### src/inc/prcer_pkg.sv
// Purpose: constants for the peripheral reset and clock gate registers
// Assumes: byte addresses on the register port, 32-bit data
// Notes: shared by the register bank and its two leaf modules
package prcer_pkg;

    localparam int unsigned ADDR_W = 8;
    localparam int unsigned DATA_W = 32;
    localparam int unsigned BE_W = 4;
    localparam int unsigned LANE_W = 8;

    localparam logic [7:0] RST_ONE_OFFSET = 8'h10;
    localparam logic [7:0] CLK_GATE_OFFSET = 8'h14;

    localparam logic [31:0] RST_ONE_RESET = 32'h00000000;
    localparam logic [31:0] RST_ONE_MASK = 32'h12220913;
    localparam logic [31:0] CLK_GATE_RESET = 32'h00000014;
    localparam logic [31:0] CLK_GATE_MASK = 32'h00000015;
    localparam logic [31:0] ZERO_WORD = 32'h00000000;

    localparam int unsigned TIMER_TWO_RESET_BIT = 0;
    localparam int unsigned TIMER_THREE_RESET_BIT = 1;
    localparam int unsigned TIMER_SIX_RESET_BIT = 4;
    localparam int unsigned TIMER_FOURTEEN_RESET_BIT = 8;
    localparam int unsigned WINDOW_WATCHDOG_RESET_BIT = 11;
    localparam int unsigned SECOND_SERIAL_PORT_RESET_BIT = 17;
    localparam int unsigned TWO_WIRE_BUS_RESET_BIT = 21;
    localparam int unsigned CAN_CONTROLLER_RESET_BIT = 25;
    localparam int unsigned POWER_INTERFACE_RESET_BIT = 28;

    localparam int unsigned DMA_CLOCK_GATE_BIT = 0;
    localparam int unsigned SRAM_CLOCK_GATE_BIT = 2;
    localparam int unsigned BIT_FOUR_CLOCK_GATE_BIT = 4;

endpackage : prcer_pkg

### src/verilog/prcer_reg32.sv
// Purpose: one 32-bit control register with byte lane writes
// Assumes: one clock, synchronous active-high reset
// Notes: bits outside the write mask stay at zero
module prcer_reg32
    import prcer_pkg::*;
#(
    parameter logic [31:0] RESET_VAL = 32'h00000000,
    parameter logic [31:0] WR_MASK = 32'hFFFFFFFF
) (
    input logic clk,
    input logic sys_rst,
    input logic clk_en,
    input logic wr_en,
    input logic [BE_W-1:0] wr_be,
    input logic [DATA_W-1:0] wr_data,
    output logic [DATA_W-1:0] q
);

    logic [DATA_W-1:0] reg_q;

    // byte lanes let half word and byte writes land alone
    always_ff @(posedge clk) begin
        if (sys_rst) begin
            reg_q <= RESET_VAL & WR_MASK;
        end else if (clk_en && wr_en) begin
            for (int i = 0; i < BE_W; i++) begin
                if (wr_be[i]) begin
                    reg_q[i*LANE_W +: LANE_W] <=
                        wr_data[i*LANE_W +: LANE_W] & WR_MASK[i*LANE_W +: LANE_W];
                end
            end
        end
    end

    assign q = reg_q;

endmodule : prcer_reg32

### src/verilog/prcer_rd_gate.sv
// Purpose: zero the readback of a peripheral whose clock is gated off
// Assumes: peripheral read data valid in the cycle it is sampled
// Notes: registered, so gated data trail the source by one cycle
module prcer_rd_gate
    import prcer_pkg::*;
(
    input logic clk,
    input logic sys_rst,
    input logic clk_en,
    input logic gate_on,
    input logic [DATA_W-1:0] periph_rdata,
    output logic [DATA_W-1:0] gated_rdata
);

    logic [DATA_W-1:0] gated_q;

    always_ff @(posedge clk) begin
        if (sys_rst) begin
            gated_q <= ZERO_WORD;
        end else if (clk_en) begin
            gated_q <= gate_on ? periph_rdata : ZERO_WORD;
        end
    end

    assign gated_rdata = gated_q;

endmodule : prcer_rd_gate

### src/verilog/prcer_regs.sv
// Purpose: peripheral reset and memory-side clock gate registers
// Assumes: plain register port, read data one cycle after read strobe
// Notes: clk_en low freezes every register, including read data
//
// Local design decision: the address-and-strobe port.
module prcer_regs
    import prcer_pkg::*;
(
    input logic clk,
    input logic sys_rst,
    input logic clk_en,
    input logic [ADDR_W-1:0] addr,
    input logic [DATA_W-1:0] wr_data,
    input logic [BE_W-1:0] wr_be,
    input logic wr_stb,
    input logic rd_stb,
    output logic [DATA_W-1:0] rd_data,
    input logic [DATA_W-1:0] dma_periph_rdata,
    output logic [DATA_W-1:0] dma_gated_rdata,
    output logic timer_two_reset,
    output logic timer_three_reset,
    output logic timer_six_reset,
    output logic timer_fourteen_reset,
    output logic window_watchdog_reset,
    output logic second_serial_port_reset,
    output logic two_wire_bus_reset,
    output logic can_controller_reset,
    output logic power_interface_reset,
    output logic dma_clock_enable,
    output logic sram_clock_enable,
    output logic bit_four_clock_enable
);

    logic sel_rst_one;
    logic sel_clk_gate;
    logic [DATA_W-1:0] rst_one_q;
    logic [DATA_W-1:0] clk_gate_q;
    logic [DATA_W-1:0] rd_data_q;
    logic [DATA_W-1:0] rd_data_d;

    // address decode
    assign sel_rst_one = (addr == RST_ONE_OFFSET);
    assign sel_clk_gate = (addr == CLK_GATE_OFFSET);

    // reset register, zero after system reset
    prcer_reg32 #(
        .RESET_VAL(RST_ONE_RESET),
        .WR_MASK(RST_ONE_MASK)
    ) u_rst_one (
        .clk(clk),
        .sys_rst(sys_rst),
        .clk_en(clk_en),
        .wr_en(wr_stb && sel_rst_one),
        .wr_be(wr_be),
        .wr_data(wr_data),
        .q(rst_one_q)
    );

    // clock gate register, bits 2 and 4 start on
    prcer_reg32 #(
        .RESET_VAL(CLK_GATE_RESET),
        .WR_MASK(CLK_GATE_MASK)
    ) u_clk_gate (
        .clk(clk),
        .sys_rst(sys_rst),
        .clk_en(clk_en),
        .wr_en(wr_stb && sel_clk_gate),
        .wr_be(wr_be),
        .wr_data(wr_data),
        .q(clk_gate_q)
    );

    // reset outputs are levels of their control bits
    assign timer_two_reset = rst_one_q[TIMER_TWO_RESET_BIT];
    assign timer_three_reset = rst_one_q[TIMER_THREE_RESET_BIT];
    assign timer_six_reset = rst_one_q[TIMER_SIX_RESET_BIT];
    assign timer_fourteen_reset = rst_one_q[TIMER_FOURTEEN_RESET_BIT];
    assign window_watchdog_reset = rst_one_q[WINDOW_WATCHDOG_RESET_BIT];
    assign second_serial_port_reset = rst_one_q[SECOND_SERIAL_PORT_RESET_BIT];
    assign two_wire_bus_reset = rst_one_q[TWO_WIRE_BUS_RESET_BIT];
    assign can_controller_reset = rst_one_q[CAN_CONTROLLER_RESET_BIT];
    assign power_interface_reset = rst_one_q[POWER_INTERFACE_RESET_BIT];

    // clock gate outputs
    assign dma_clock_enable = clk_gate_q[DMA_CLOCK_GATE_BIT];
    assign sram_clock_enable = clk_gate_q[SRAM_CLOCK_GATE_BIT];
    assign bit_four_clock_enable = clk_gate_q[BIT_FOUR_CLOCK_GATE_BIT];

    // dma readback forced to zero while its clock is off
    prcer_rd_gate u_dma_gate (
        .clk(clk),
        .sys_rst(sys_rst),
        .clk_en(clk_en),
        .gate_on(clk_gate_q[DMA_CLOCK_GATE_BIT]),
        .periph_rdata(dma_periph_rdata),
        .gated_rdata(dma_gated_rdata)
    );

    // read mux, unmapped addresses read zero
    always_comb begin
        rd_data_d = ZERO_WORD;
        if (rd_stb) begin
            if (sel_rst_one) begin
                rd_data_d = rst_one_q & RST_ONE_MASK;
            end else if (sel_clk_gate) begin
                rd_data_d = clk_gate_q & CLK_GATE_MASK;
            end
        end
    end

    // read data stand only in the cycle after the strobe
    always_ff @(posedge clk) begin
        if (sys_rst) begin
            rd_data_q <= ZERO_WORD;
        end else if (clk_en) begin
            rd_data_q <= rd_data_d;
        end
    end

    assign rd_data = rd_data_q;

    logic past_valid_q;

    always_ff @(posedge clk) begin
        if (sys_rst) begin
            past_valid_q <= 1'b0;
        end else begin
            past_valid_q <= 1'b1;
        end
    end
endmodule : prcer_regs

### config.mk
export PLATFORM = sky130hd
export DESIGN_NAME = prcer_regs
export DESIGN_NICKNAME = d
export VERILOG_FILES = /design/src/inc/prcer_pkg.sv /design/src/verilog/prcer_reg32.sv /design/src/verilog/prcer_rd_gate.sv /design/src/verilog/prcer_regs.sv
export SDC_FILE = /design/constraint.sdc
export NUM_CORES = 1
export LEC_CHECK = 0
export ABC_AREA = 1
export BUFFER_PORTS_ARGS = -buffer_cell sky130_fd_sc_hd__buf_2
export CORE_MARGIN = 4
export CORE_UTILIZATION = 26
export DETAILED_ROUTE_END_ITERATION = 8
export PLACE_DENSITY_LB_ADDON = 0.08
export SLEW_MARGIN = 20
export SYNTH_ARGS = -nofsm -noshare
export SYNTH_HDL_FRONTEND = slang
export SYNTH_HIERARCHICAL = 1
export SYNTH_SLANG_ARGS = --single-unit
### constraint.sdc
create_clock -name clk -period 1.38 [get_ports clk]
set_input_delay 0.276 -clock clk [delete_from_list [all_inputs] [get_ports clk]]
set_output_delay 0.276 -clock clk [all_outputs]
set_load 0.05 [all_outputs]
# Word level (Yosys, flattened, before mapping)
# Cells that the tools add are included.
dict set report word_totals {
  ff_bits 76
  inputBits 81
  output_inout_bits 76
  word_cells 22
}
dict set report classes {
  eq_ne 2
  mux 4
  n_reduce_logical 9
}
# op count
set op_table {}
lappend op_table {{$mux 32} 2}
lappend op_table {{$mux 29} 1}
lappend op_table {{$eq 8x5->1 const B} 2}
lappend op_table {{$reduce_and 2->1} 5}
lappend op_table {{$mux 5} 1}
lappend op_table {{$logic_and 1x1->1} 4}

# Logic depth before layout (Yosys ltp)
dict set report depth {
  word_depth 4
  mapped_depth 9
  depth_no_buf 9
}

# Modules after synthesis
# Netlist, hierarchy kept.
# mod n_inst cells_each area_per_inst_um2 seq_area_each_um2
set by_module_without_submodules {}
lappend by_module_without_submodules {prcer_rd_gate 1 142 1244.9 640.6}
lappend by_module_without_submodules {prcer_regs 1 113 729.4 200.2}
lappend by_module_without_submodules {{prcer_reg32 (u_rst_one)} 1 83 554.3 180.2}
lappend by_module_without_submodules {{prcer_reg32 (u_clk_gate)} 1 46 344.1 60.1}

# Least setup slack after synthesis
# OpenSTA, ideal clock, no wires.
dict set report synth_timing {
  path_type {input -> register}
  from {input port addr[5]}
  to {register u_rst_one.reg_q[11] (netlist: u_rst_one/q[11])}
  setup_ns 0.113
  arrival_time_ns 1.113
  required_ns 1.267
  path_slack_ns 0.153
  cell_stages 8
  path_buffers 0
  cell_sequence {inv_1 nand2_1 nor2_4 nand2_4 nor2_1 nand3_1 nor2_1 nor2_1}
}
dict set report synth_via {
  elab_chain_cells 4
}
# element line
set synth_rtl {}
lappend synth_rtl {{from (decl)} prcer_regs.sv:12} ;# input logic [ADDR_W-1:0] addr,
lappend synth_rtl {{$eq 8x5->1} prcer_regs.sv:42} ;# assign sel_rst_one = (addr == RST_ONE_OFFSET);
lappend synth_rtl {{$logic_and 1x1->1} prcer_regs.sv:53} ;# .wr_en(wr_stb && sel_rst_one),
lappend synth_rtl {{$logic_and 1x1->1} prcer_reg32.sv:25} ;# end else if (clk_en && wr_en) begin
lappend synth_rtl {{$reduce_and 2->1 (no source line)} --}
lappend synth_rtl {{to (signal assigned)} prcer_reg32.sv:24} ;# reg_q <= RESET_VAL & WR_MASK;
lappend synth_rtl {{to (signal, indexed assignment)} prcer_reg32.sv:28} ;# reg_q[i*LANE_W +: LANE_W] <=
lappend synth_rtl {{to (decl)} prcer_reg32.sv:19} ;# logic [DATA_W-1:0] reg_q;
# No other way between the ends.
# A chain may end at the register's enable or synchronous reset.

# Worst setup path in the final report
dict set report layout_timing {
  from {register u_clk_gate.reg_q[0] (netlist: u_clk_gate/q[0])}
  to {output port dma_clock_enable}
}
# element line
set layout_rtl {}
lappend layout_rtl {{from (decl)} prcer_reg32.sv:19}
lappend layout_rtl {{from (signal assigned)} prcer_reg32.sv:24}
lappend layout_rtl {{from (signal, indexed assignment)} prcer_reg32.sv:28}
lappend layout_rtl {{to (decl)} prcer_regs.sv:29} ;# output logic dma_clock_enable,
# No word-level cell between the ends.

==> results.yml <==
outcome:
  status: "finished, final reports clean"
critical_path:
  crit_path_start_kind: "flop"
  worstSetupEndpointType: "output pin"
  cp_top_family: "flip-flops"
  path_buf_inv: 1
  cp.arrival_ps: 1010
  cp.required_ps: 1100
  path_cells: "clkbuf_4"
  crit_fanout: 5
  critPathMaxStageDelay_ps: 430
  cpMaxStageDelayCell: "dfxtp_1"
  criticalPathCategory: "flop to output pin"
cts:
  cts_tree: "done"
  cts_setup_buffers: 0
  cts_root_buf: "clkbuf_8"
  clkLatencyLatePin_ps: 300
  clk_pin_slew_worst_paths_ps: 100
  clk_path_buf_depth: 2
  cts_sinks: 54
  h-tree-depth: 2
  numCtsBuffers: 5
pwr:
  power_density_nw_per_um2: 925.0
  irDropWorstVdd_mv: 0.4371
  finalPower_mw: 2.963
  power_leakage_nw: 1.570
cells_and_area:
  diodes: 0
  synthToLayoutAreaGrowth_pct: 29.42
  regArea_um2: 1081
  finalCoreUtilization_pct: 34.66
  drive_above_1_share_pct: 33.78
  fill_cells: 1035
  fin_nets: 530
  multi_input_area_um2: 1072
floorplanning:
  start_util_pct: 26.78
  dieArea_um2: 11140
  rows: 35
  ioPinCount: 157
  die_h_um: 105.6
  core_area_um2: 9240
  die_w_um: 105.6
sta:
  setup_ws_ps: 95.93
  setup_tns_ps: 0
  period_share_pct: 93.05
  fin_worst_skew_ps: 11.38
  final_max_slew_viol_count: 0
  setup_viol: 0
  period_needed_ps: 1284
  holdWs_ps: 183.6
  hold_violations: 0
  rsz0062_at_grt: "false"
  fmax_mhz: 778.8
drt:
  ant_nets: 0
  via_per_inst: 4.107
  drt_iter0_drc: 77
  drtPass1Iterations: 4
  avgRoutedWirePerCell_um: 12.20
  vias: 2378
  drc: 0
  drt-total-wl_um: 7062
placement:
  preCtsSetupSlack_ps: -62.94
  gp_congestion: 0.7615
  hpwlAfterDp_um: 5366
  port-buffer-count: 112
grt:
  grt_pass1_vias: 2304
  track_usage_pct: 12.47
  grt_max_degree: 33
  grt_overflow: 0
  antenna_found_initial: 0
  grt_pass1_wl_um: 11460
yosys:
  synth_area_um2: 2475
  yosys_warnings: 6
  synth.avg_cell_area_um2: 7.500
  syn_inst: 330
job:
  drv_cap: 0
min_path:
  hp-class: "input pin to flop"
-- layer usage --
layer | track usage [%] | vias up | part of all wire (%)
met4 | 3.423 | 0 | 1.2
met5 | 0 | - | 0
met1 | 16.54 | 1062 | 46
met3 | 4.470 | 6 | 8.5
met2 | 19.13 | 75 | 44
li1 | - | 1235 | -
-- power by group --
part | leakage, nW | total [mW] | internal (mW) | switching [mW]
clock network | 0.0524 | 1.05 | 0.544 | 0.509
logic | 1.08 | 0.352 | 0.0910 | 0.261
registers | 0.435 | 1.56 | 1.56 | 0.000283
total | 1.57 | 2.96 | 2.19 | 0.770
-- layout make-up --
cell class                 count  share of cell area [%]
inverter                      27                   3.320
clock buffer                   7                   2.383
clock inverter                 1                  0.9375
timing repair buffer         127                   21.09
multi-input combinational    234                   33.48
sequential                    54                   33.75
tap                          129                   5.039
-- metrics by stage --
stage          instance area, µm²  std cells
2_1_floorplan                2554        351
3_3_place_gp                 3094        571
3_5_place_dp                 3094        571
4_1_cts                      3201        579
5_1_grt                      3203        579
6_report                     3203        579
-- path summary, 6_finish.rpt --
kind                                                 start                    endpoint  slack, ps  cells past startpoint
worst max-delay path                       u_clk_gate/q[0]            dma_clock_enable        100                      1
worst min-delay path                           wr_data[21]             u_rst_one/q[21]        180                      3
worst min register to register  u_dma_gate/gated_rdata[18]  u_dma_gate/gated_rdata[18]        470                      2
worst max register to register             u_clk_gate/q[0]   u_dma_gate/gated_rdata[2]        380                      3
-- placed cells by master (no fill, tap or decap), drive strengths merged, types with 3 or more instances in the layout --
cell	n
dfxtp	54
nand3	43
clkbuf	8
buf	126
clkinv	3
nor2	40
a21oi	41
nand2	86
inv	24
conb	22
-- registers in the layout, indices dropped and copies added, names as in the netlist --
| name | cells |
|---|---|
| u_rst_one/q | 9 |
| u_clk_gate/q | 3 |
| u_dma_gate/gated_rdata | 32 |
| rd_data | 10 |
-- worst register-to-register path, delay by kind of cell (launching register included) --
family / cells / cell delay (ps)
buf+inv: 1 / 260
compound gates: 1 / 130
simple gates: 1 / 120
flops: 1 / 430
-- repair_timing --
item                                    in CTS  in global routing
resized for setup                            0                  1
endpoints found under the setup margin       0                  1
hold buffers                                 0                  0
endpoints found under the hold margin        0                  0
No activity file was read; power rests on OpenSTA's default activity.
